<file path="src/acs_defines.svh">
`ifndef ACS_DEFINES_SVH
`define ACS_DEFINES_SVH

// ==========================================================================
// Register byte offsets
`define ACS_OFF_MODE0 8'h00
`define ACS_OFF_MODE1 8'h04
`define ACS_OFF_MODE2 8'h08
`define ACS_OFF_SELECT 8'h0C
`define ACS_OFF_RESULT0 8'h10
`define ACS_OFF_RESULT1 8'h14
`define ACS_OFF_RESULT2 8'h18
`define ACS_OFF_RESULT3 8'h1C

// ==========================================================================
// Field positions
`define ACS_M0_ENABLE 7
`define ACS_M0_ACTIVE 6
`define ACS_M0_ONESHOT 5
`define ACS_M0_SCAN 4
`define ACS_M0_EDGE_HI 3
`define ACS_M0_EDGE_LO 2
`define ACS_M0_HW_TRIG 1
`define ACS_M1_RATIO_HI 1
`define ACS_M1_RATIO_LO 0
`define ACS_M2_TIMER_SEL 0
`define ACS_SEL_BUF4 4

// ==========================================================================
// Reset values
`define ACS_RST_MODE0 8'h00
`define ACS_RST_MODE1 8'h01
`define ACS_RST_MODE2 8'h00
`define ACS_RST_SELECT 8'h00
`define ACS_RST_RESULT 10'h000

// ==========================================================================
// Standby encodings
`define ACS_SBY_RUN 2'h0
`define ACS_SBY_HALT 2'h1
`define ACS_SBY_IDLE 2'h2
`define ACS_SBY_STOP 2'h3

// ==========================================================================
// Phase clock counts per ratio setting
`define ACS_INIT_01 8'd2
`define ACS_INIT_10 8'd3
`define ACS_INIT_11 8'd4
`define ACS_SAMP1_01 8'd16
`define ACS_SAMP1_10 8'd24
`define ACS_SAMP1_11 8'd32
`define ACS_SAMP2_01 8'd18
`define ACS_SAMP2_10 8'd27
`define ACS_SAMP2_11 8'd36

// ==========================================================================
// Stabilization time
`define ACS_CLK_PERIOD_NS 4
`define ACS_STAB_TIME_NS 1000
`define ACS_STAB_CYCLES \
  ((`ACS_STAB_TIME_NS + `ACS_CLK_PERIOD_NS - 1) / `ACS_CLK_PERIOD_NS)

`endif

</file>
<file path="src/acs_pkg.sv">
package acs_pkg;

  // ========================================================================
  // Sequencer states
  typedef enum logic [2:0] {
    ACS_OFF,
    ACS_STAB,
    ACS_WAIT,
    ACS_INIT,
    ACS_SAMP1,
    ACS_SAMP2
  } acs_state_e;

endpackage : acs_pkg

</file>
<file path="src/acs_sequencer.sv">
// Functional notes
// - Start runs 2/3/4 initialization clocks first
// - First sampling lasts 16/24/32 clocks
// - Second sampling lasts 18/27/36 clocks
// - Clearing enable aborts, nothing stored
// - Hardware never clears the enable bit
// - Trigger during conversion aborts and restarts
// - Spaced triggers complete with result and interrupt
// - Halt standby keeps converting
// - Idle/stop freeze sequencer, registers hold
// - Suspended conversion resumes on wake
// - Timer trigger also forwarded as interrupt
// - Write or trigger at stabilization end restarts
// - One-shot software race: store write, stop quietly
// - Writing enable 1 restarts after race
// - Race in scan keeps earlier channel results
// - Active flag high only while converting
// - Mode0, mode2 or select write aborts to stabilization, or to off if disabled
// - Scan converts channels upward from zero
`timescale 1ns/1ns
`include "acs_defines.svh"

module acs_sequencer
(
  input wire logic clock_i,
  input wire logic rst_n_i,
  input wire logic [7:0] reg_addr_i,
  input wire logic [15:0] reg_wdata_i,
  input wire logic reg_write_i,
  input wire logic reg_read_i,
  output logic [15:0] reg_rdata_o,
  input wire logic timer_conv_trigger_i,
  input wire logic external_trigger_pin_i,
  input wire logic [1:0] standby_mode_i,
  input wire logic [9:0] conv_data_i,
  output logic [1:0] analog_channel_o,
  output logic sampling_o,
  output logic conversion_done_irq_o,
  output logic timer_irq_o
);
  import acs_pkg::*;

  // ========================================================================
  // Declarations
  acs_state_e state_q;
  acs_state_e state_d;
  logic [7:0] cnt_q;
  logic [7:0] cnt_d;
  logic [1:0] idx_q;
  logic [1:0] idx_d;
  logic store_d;
  logic done_d;
  logic [7:0] adc_mode_reg0_q;
  logic [7:0] adc_mode_reg1_q;
  logic [7:0] adc_mode_reg2_q;
  logic [7:0] channel_select_reg_q;
  logic [9:0] conversion_result_reg_q [4];
  logic [15:0] rdata_q;
  logic done_q;
  logic timer_irq_q;
  logic [1:0] chan_q;
  logic sampling_q;
  logic ext_s1_q;
  logic ext_s2_q;
  logic ext_s3_q;
  logic ext_lvl_q;
  logic ext_prev_q;
  logic wr_mode0;
  logic wr_mode1;
  logic wr_mode2;
  logic wr_select;
  logic mode_wr;
  logic new_enable;
  logic conv_enable_bit;
  logic conv_active_flag;
  logic hw_trig;
  logic timer_sel;
  logic ext_edge;
  logic trig;
  logic gated;
  logic scan;
  logic buf4;
  logic oneshot;
  logic last_conv;
  logic race;
  logic [1:0] ratio;
  logic [1:0] ridx;
  logic [1:0] chan_d;

  // ========================================================================
  // Phase lengths from the ratio setting
  function automatic logic [7:0] init_len(input logic [1:0] r);
    case (r)
      2'h1: init_len = `ACS_INIT_01;
      2'h2: init_len = `ACS_INIT_10;
      default: init_len = `ACS_INIT_11;
    endcase
  endfunction : init_len

  function automatic logic [7:0] samp1_len(input logic [1:0] r);
    case (r)
      2'h1: samp1_len = `ACS_SAMP1_01;
      2'h2: samp1_len = `ACS_SAMP1_10;
      default: samp1_len = `ACS_SAMP1_11;
    endcase
  endfunction : samp1_len

  function automatic logic [7:0] samp2_len(input logic [1:0] r);
    case (r)
      2'h1: samp2_len = `ACS_SAMP2_01;
      2'h2: samp2_len = `ACS_SAMP2_10;
      default: samp2_len = `ACS_SAMP2_11;
    endcase
  endfunction : samp2_len

  // ========================================================================
  // Register write decode and mode fields
  assign wr_mode0 = reg_write_i && (reg_addr_i == `ACS_OFF_MODE0);
  assign wr_mode1 = reg_write_i && (reg_addr_i == `ACS_OFF_MODE1);
  assign wr_mode2 = reg_write_i && (reg_addr_i == `ACS_OFF_MODE2);
  assign wr_select = reg_write_i && (reg_addr_i == `ACS_OFF_SELECT);
  assign mode_wr = wr_mode0 || wr_mode2 || wr_select;
  assign conv_enable_bit = adc_mode_reg0_q[`ACS_M0_ENABLE];
  assign new_enable = wr_mode0 ? reg_wdata_i[`ACS_M0_ENABLE]
                               : conv_enable_bit;
  assign hw_trig = adc_mode_reg0_q[`ACS_M0_HW_TRIG];
  assign oneshot = adc_mode_reg0_q[`ACS_M0_ONESHOT];
  assign scan = adc_mode_reg0_q[`ACS_M0_SCAN];
  assign timer_sel = adc_mode_reg2_q[`ACS_M2_TIMER_SEL];
  assign buf4 = channel_select_reg_q[`ACS_SEL_BUF4] && !scan;
  assign ratio = {adc_mode_reg1_q[`ACS_M1_RATIO_HI],
                  adc_mode_reg1_q[`ACS_M1_RATIO_LO]};
  assign conv_active_flag = (state_q == ACS_INIT) ||
                            (state_q == ACS_SAMP1) ||
                            (state_q == ACS_SAMP2);
  assign gated = (standby_mode_i == `ACS_SBY_IDLE) ||
                 (standby_mode_i == `ACS_SBY_STOP);

  // Trigger select and scan bookkeeping
  assign trig = hw_trig && (timer_sel ? timer_conv_trigger_i : ext_edge);
  assign last_conv = scan ? (idx_q == channel_select_reg_q[1:0])
                          : (!buf4 || idx_q == 2'h3);
  assign ridx = (scan || buf4) ? idx_q : channel_select_reg_q[1:0];
  assign race = mode_wr && oneshot && !hw_trig && last_conv &&
                (state_q == ACS_SAMP2) && (cnt_q == 8'h00);

  // ========================================================================
  // External trigger pin: three-stage sync and edge select
  always_ff @(posedge clock_i or negedge rst_n_i)
  begin
    if (!rst_n_i)
    begin
      ext_s1_q <= 1'b0;
      ext_s2_q <= 1'b0;
      ext_s3_q <= 1'b0;
      ext_lvl_q <= 1'b0;
      ext_prev_q <= 1'b0;
    end
    else
    begin
      ext_s1_q <= external_trigger_pin_i;
      ext_s2_q <= ext_s1_q;
      ext_s3_q <= ext_s2_q;
      if (ext_s2_q == ext_s3_q)
      begin
        ext_lvl_q <= ext_s3_q;
      end
      ext_prev_q <= ext_lvl_q;
    end
  end

  // Falling, rising, or both edges
  always_comb
  begin
    case ({adc_mode_reg0_q[`ACS_M0_EDGE_HI],
           adc_mode_reg0_q[`ACS_M0_EDGE_LO]})
      2'h0: ext_edge = ext_prev_q && !ext_lvl_q;
      2'h1: ext_edge = !ext_prev_q && ext_lvl_q;
      default: ext_edge = ext_prev_q != ext_lvl_q;
    endcase
  end

  // ========================================================================
  // Sequencer next state
  always_comb
  begin
    state_d = state_q;
    cnt_d = cnt_q;
    idx_d = idx_q;
    store_d = 1'b0;
    done_d = 1'b0;
    if (!gated)
    begin
      // Phase counter runs only while the clock is supplied
      if (cnt_q != 8'h00)
      begin
        cnt_d = cnt_q - 8'h01;
      end
      case (state_q)
        ACS_OFF:
        begin
          state_d = ACS_OFF;
        end
        ACS_STAB:
        begin
          if (cnt_q == 8'h00)
          begin
            if (reg_write_i || trig)
            begin
              cnt_d = 8'(`ACS_STAB_CYCLES - 1);
            end
            else if (!hw_trig)
            begin
              state_d = ACS_INIT;
              cnt_d = init_len(ratio) - 8'h01;
              idx_d = 2'h0;
            end
            else
            begin
              state_d = ACS_WAIT;
            end
          end
        end
        ACS_WAIT:
        begin
          if (trig)
          begin
            state_d = ACS_INIT;
            cnt_d = init_len(ratio) - 8'h01;
            idx_d = 2'h0;
          end
        end
        ACS_INIT:
        begin
          if (cnt_q == 8'h00)
          begin
            state_d = ACS_SAMP1;
            cnt_d = samp1_len(ratio) - 8'h01;
          end
        end
        ACS_SAMP1:
        begin
          if (cnt_q == 8'h00)
          begin
            state_d = ACS_SAMP2;
            cnt_d = samp2_len(ratio) - 8'h01;
          end
        end
        ACS_SAMP2:
        begin
          if (cnt_q == 8'h00)
          begin
            store_d = 1'b1;
            state_d = ACS_INIT;
            cnt_d = init_len(ratio) - 8'h01;
            if (!last_conv)
            begin
              idx_d = idx_q + 2'h1;
            end
            else
            begin
              done_d = 1'b1;
              idx_d = 2'h0;
              if (hw_trig || oneshot)
              begin
                state_d = ACS_WAIT;
              end
            end
          end
        end
        default:
        begin
          state_d = ACS_OFF;
        end
      endcase
      // Hardware trigger mid-conversion restarts from the top
      if (conv_active_flag && trig)
      begin
        state_d = ACS_INIT;
        cnt_d = init_len(ratio) - 8'h01;
        idx_d = 2'h0;
        store_d = 1'b0;
        done_d = 1'b0;
      end
      // Reserved ratio never begins a conversion
      if (ratio == 2'h0 && state_d == ACS_INIT)
      begin
        state_d = ACS_WAIT;
        store_d = 1'b0;
        done_d = 1'b0;
      end
      // Mode0, mode2 or select writes abort the running conversion
      if (mode_wr)
      begin
        store_d = 1'b0;
        done_d = 1'b0;
        idx_d = 2'h0;
        if (race)
        begin
          state_d = ACS_WAIT;
        end
        else if (new_enable)
        begin
          state_d = ACS_STAB;
          cnt_d = 8'(`ACS_STAB_CYCLES - 1);
        end
        else
        begin
          state_d = ACS_OFF;
        end
      end
    end
  end

  // Channel presented to the analog mux
  assign chan_d = ((scan || buf4) ? idx_d : 2'h0) |
                  ((scan || buf4) ? 2'h0 : channel_select_reg_q[1:0]);

  // ========================================================================
  // Sequencer registers
  always_ff @(posedge clock_i or negedge rst_n_i)
  begin
    if (!rst_n_i)
    begin
      state_q <= ACS_OFF;
      cnt_q <= 8'h00;
      idx_q <= 2'h0;
      done_q <= 1'b0;
      chan_q <= 2'h0;
      sampling_q <= 1'b0;
    end
    else
    begin
      state_q <= state_d;
      cnt_q <= cnt_d;
      idx_q <= idx_d;
      done_q <= done_d;
      chan_q <= scan ? idx_d : chan_d;
      sampling_q <= (state_d == ACS_INIT) || (state_d == ACS_SAMP1) ||
                    (state_d == ACS_SAMP2);
    end
  end

  // Timer trigger forwarded as a processor interrupt
  always_ff @(posedge clock_i or negedge rst_n_i)
  begin
    if (!rst_n_i)
    begin
      timer_irq_q <= 1'b0;
    end
    else
    begin
      timer_irq_q <= timer_conv_trigger_i && hw_trig && timer_sel;
    end
  end

  // ========================================================================
  // Mode and select registers: only software changes them
  always_ff @(posedge clock_i or negedge rst_n_i)
  begin
    if (!rst_n_i)
    begin
      adc_mode_reg0_q <= `ACS_RST_MODE0;
      adc_mode_reg1_q <= `ACS_RST_MODE1;
      adc_mode_reg2_q <= `ACS_RST_MODE2;
      channel_select_reg_q <= `ACS_RST_SELECT;
    end
    else
    begin
      if (wr_mode0)
      begin
        adc_mode_reg0_q <= reg_wdata_i[7:0] &
                           ~(8'h01 << `ACS_M0_ACTIVE);
      end
      if (wr_mode1)
      begin
        adc_mode_reg1_q <= reg_wdata_i[7:0];
      end
      if (wr_mode2)
      begin
        adc_mode_reg2_q <= reg_wdata_i[7:0];
      end
      if (wr_select)
      begin
        channel_select_reg_q <= reg_wdata_i[7:0];
      end
    end
  end

  // Result registers, one per entry
  for (genvar m = 0; m < 4; m++)
  begin : g_result
    always_ff @(posedge clock_i or negedge rst_n_i)
    begin
      if (!rst_n_i)
      begin
        conversion_result_reg_q[m] <= `ACS_RST_RESULT;
      end
      else if (store_d && ridx == 2'(m))
      begin
        conversion_result_reg_q[m] <= conv_data_i;
      end
    end
  end

  // ========================================================================
  // Read port: data one cycle after the strobe, zero when unmapped
  always_ff @(posedge clock_i or negedge rst_n_i)
  begin
    if (!rst_n_i)
    begin
      rdata_q <= 16'h0000;
    end
    else if (reg_read_i)
    begin
      case (reg_addr_i)
        `ACS_OFF_MODE0: rdata_q <= {8'h00, conv_enable_bit,
                                    conv_active_flag,
                                    adc_mode_reg0_q[5:0]};
        `ACS_OFF_MODE1: rdata_q <= {8'h00, adc_mode_reg1_q};
        `ACS_OFF_MODE2: rdata_q <= {8'h00, adc_mode_reg2_q};
        `ACS_OFF_SELECT: rdata_q <= {8'h00, channel_select_reg_q};
        `ACS_OFF_RESULT0: rdata_q <= {6'h00, conversion_result_reg_q[0]};
        `ACS_OFF_RESULT1: rdata_q <= {6'h00, conversion_result_reg_q[1]};
        `ACS_OFF_RESULT2: rdata_q <= {6'h00, conversion_result_reg_q[2]};
        `ACS_OFF_RESULT3: rdata_q <= {6'h00, conversion_result_reg_q[3]};
        default: rdata_q <= 16'h0000;
      endcase
    end
    else
    begin
      rdata_q <= 16'h0000;
    end
  end

  // ========================================================================
  // Outputs
  assign reg_rdata_o = rdata_q;
  assign analog_channel_o = chan_q;
  assign sampling_o = sampling_q;
  assign conversion_done_irq_o = done_q;
  assign timer_irq_o = timer_irq_q;

endmodule : acs_sequencer

</file>
<file path="config.mk">
export PLATFORM = sky130hd
export DESIGN_NAME = acs_sequencer
export DESIGN_NICKNAME = d
export VERILOG_FILES = /design/src/acs_pkg.sv /design/src/acs_sequencer.sv
export VERILOG_INCLUDE_DIRS = /design/src
export SDC_FILE = /design/constraint.sdc
export NUM_CORES = 1
export LEC_CHECK = 0
export ABC_AREA = 1
export BUFFER_PORTS_ARGS = -buffer_cell sky130_fd_sc_hd__buf_4
export CAP_MARGIN = 20
export CORE_MARGIN = 2
export CORE_UTILIZATION = 55
export CTS_CLUSTER_DIAMETER = 40
export DETAILED_ROUTE_END_ITERATION = 12
export GPL_TIMING_DRIVEN = 0
export PLACE_DENSITY = 0.75
export SLEW_MARGIN = 0
export SYNTH_ARGS = -nofsm -noshare
export SYNTH_HDL_FRONTEND = slang
export SYNTH_SLANG_ARGS = --single-unit
</file>
<file path="constraint.sdc">
create_clock -name clock_i -period 4.89 [get_ports clock_i]
set_input_delay 0.2445 -clock clock_i [delete_from_list [all_inputs] [get_ports clock_i]]
set_output_delay 0.2445 -clock clock_i [all_outputs]
set_load 0.05 [all_outputs]
</file>
==> flow_metrics.tcl <==
set metrics [dict create \
    whs_ns 0.07926 \
    overflow 0 \
    final-max-slew-violation-count 0 \
    r2r_start "cnt_q[0]" \
    seq_area_um2 2604 \
    detailed_place_hpwl_mm 11.72 \
    design.core.area_um2 10320 \
    via_per_inst 5.797 \
    grt_max_degree 61 \
    post-route-drc-count 0 \
    fin_util_pct 64.38 \
    yosys_warnings 0 \
    endpoint "cnt_q[0]" \
    r2r_slack_ns 2.30 \
    final_area_um2 6646 \
    area_growth_pct 13.41 \
    ys_ff_latch 104 \
    cts_tree "done" \
    worstHoldPathType "input pin to flop" \
    cts_htree_levels 3 \
    cts.repair.resized 0 \
    drtIter0Drc 497 \
    rsz0062_at_grt "no" \
    clock_sinks 104 \
    antenna_found_initial 0 \
    grtUsageTotal_pct 29.76 \
    status "finished clean" \
    die-area_um2 11500 \
    leakagePower_uw 0.003335 \
    ant_nets 0 \
    r2r_cells 16 \
    num_io_pins 63 \
    worstPathMaxFanout 10 \
    numPortBuffers 47 \
    required_ns 5.17 \
    fin_setup_tns_ns 0 \
    synth_edf_count 0 \
    fill_cells 896 \
    ys_types 50 \
    skew_ns 0.01252 \
    cts_buffers 9 \
    vias 5507 \
    place_congestion 0.9265 \
    p_per_area_nw_per_um2 311.1 \
    arrival_ns 2.88 \
    rows 37 \
    synth_area_leaders "dfrtp_1 (44%), nand2_1 (15%), nand4_1 (5.4%)" \
    grt_pass1_vias 5317 \
    multiInputGateArea_um2 2796 \
    irDropWorstVdd_mv 0.2062 \
    synth_top_area_share_pct 43.98 \
    clock_latency_ns 0.40 \
    path_clk_slew_ns 0.10 \
    start_util_pct 56.77 \
    cts.path.max_buffers 2 \
    yosysTopAreaCell "dfrtp_1" \
    num_antenna_cells 0 \
    drive_above_1_share_pct 16.46 \
    fin_nets 860 \
    hold_viol 0 \
    dpl_cell_area_um2 6430 \
    synth_cells 743 \
    wirelength_mm 16.11 \
    crit_start "cnt_q[0]" \
    worst_pin_slew_ns 0.8089 \
    dr.pass1.iters 5 \
    slew_headroom_pct 45.78 \
    grt_pass1_wl_mm 26.45 \
    routedWlPerCell_um 16.96 \
    die_y_um 107.2 \
    setup_viol 0 \
    avgSynthCellArea_um2 7.888 \
    r2r-end "cnt_q[0]" \
    cts_root_buf "clkbuf_8" \
    end_kind "flop" \
    max_cap_violations 0 \
    fmax_ghz 0.3858 \
    synth_ff_type "dfrtp_1" \
    async_flop_share_pct 100.0 \
    chipWidth_um 107.2 \
    ys_seq_area_share_pct 44.43 \
    synth_area_um2 5861 \
    cp-start-kind "flop" \
    worstSetupPathType "flop to flop" \
    layout_min_cycle_time_ns 2.592 \
    fin_crit_sh_pct 53.01 \
]
==> flip-flops by register name (all words and copies together) (netlist names), 2 cells and up <==
register	cells
adc_mode_reg0_q	7
cnt_q	8
conversion_result_reg_q	40
idx_q	2
channel_select_reg_q	8
adc_mode_reg1_q	8
state_q	3
adc_mode_reg2_q	8
analog_channel_o	2
reg_rdata_o	10
==> stage by stage <==
stage	instances	setup slack (ns)	power [uW]
finish	950	2.298	2067
detailed placement	932	2.324	1525
global placement	931	2.345	1504
global route	950	2.076	2182
CTS	950	2.303	2070
floorplan	748	2.694	1357
==> per-layer routing <==
layer / share of wire (%) / vias up / track usage, %
met5: 0 / - / 0
li1: - / 2589 / -
met1: 42 / 2615 / 39.19
met4: 3.0 / 0 / 11.97
met2: 48 / 251 / 47.56
met3: 7.7 / 52 / 6.930
==> cell usage in the layout (no fill, tap or decap), types with 3 or more instances in the layout <==
| master | instances |
|---|---|
| nand2_1 | 232 |
| dfrtp_1 | 103 |
| inv_1 | 63 |
| buf_4 | 56 |
| nand3_1 | 51 |
| nand4_1 | 51 |
| nor2_1 | 39 |
| o21ai_0 | 30 |
| a21oi_1 | 28 |
| o21ai_1 | 19 |
| inv_2 | 11 |
| clkbuf_1 | 11 |
| clkbuf_8 | 11 |
| nand2_2 | 9 |
| ha_1 | 9 |
| nor2_4 | 6 |
| conb_1 | 6 |
| nor2_2 | 5 |
| buf_2 | 5 |
| a41oi_1 | 5 |
| o211ai_1 | 4 |
| o22ai_1 | 4 |
| buf_6 | 4 |
| nand4_4 | 4 |
| nor3_1 | 3 |
| clkinv_1 | 3 |
| a221oi_1 | 3 |
| o21a_1 | 3 |
==> cell families after synthesis <==
| group | after synthesis | share of synthesized area, % |
|---|---|---|
| buffers and inverters | 108 | 8.177 |
| xor gates and xnor gates | 3 | 0.4484 |
| and+or+nand+nor | 410 | 33.65 |
| DFF | 104 | 44.43 |
| muxes | 2 | 0.3843 |
| adders and majority gates | 10 | 2.092 |
| AOI/OAI and AO/OA | 105 | 10.76 |
| other | 1 | 0.06399 |
==> power by group <==
part / leakage (uW) / internal (uW) / switching (uW)
Combinational: 0.00183 / 183 / 383
Sequential: 0.00140 / 910 / 47.0
Clock: 0.0000985 / 221 / 323
==> repair_timing <==
action / 4_1_cts / 5_1_grt
setup buffers: 0 / 0
hold endpoints to repair: 45 / 0
hold buffers: 2 / 0
==> synthesized netlist by cell type, drive strengths merged (5+ instances only) <==
| library cell | number |
|---|---|
| nand4 | 55 |
| nand3 | 54 |
| a41oi | 5 |
| nor3 | 5 |
| ha | 9 |
| a21oi | 31 |
| nor2 | 50 |
| buf | 18 |
| inv | 75 |
| nand2 | 242 |
| dfrtp | 103 |
| clkbuf | 11 |
| o21ai | 50 |
==> worst min path at each step <==
stage                          to  slack (ns)  depth (start not counted)                  from
2_1_floorplan  adc_mode_reg0_q[0]       -0.05                          0               rst_n_i
3_3_place_gp             ext_s2_q        0.33                          0              ext_s1_q
3_5_place_dp          timer_irq_o        0.29                          1               rst_n_i
4_1_cts               timer_irq_o        0.06                          3  timer_conv_trigger_i
5_1_grt        adc_mode_reg2_q[6]        0.08                          2        reg_wdata_i[6]
6_report              timer_irq_o        0.08                          3  timer_conv_trigger_i
==> critical path, cell delays in order, from the launching register on <==
cell	delay (ns)
dfrtp_1	0.43
inv_1	0.14
ha_1	0.22
nand2_1	0.08
nor2_2	0.11
nand2_1	0.14
buf_2	0.23
buf_4	0.19
ha_1	0.29
a21oi_1	0.15
nand3_1	0.09
nand2_1	0.07
nand2_1	0.06
a21oi_1	0.12
nand2_1	0.06
nand2_1	0.05
a21oi_1	0.06
==> final cells by class <==
cell class	count	area share (%)
plain buffers	29	2.692
clock inverters	5	0.6777
inverters	79	4.518
flip-flops and latches	104	39.18
repair buffers	50	6.024
clock buffers	11	2.278
well taps	136	2.560
multi-input cells	536	42.07
(Power assumes the default switching activity.)
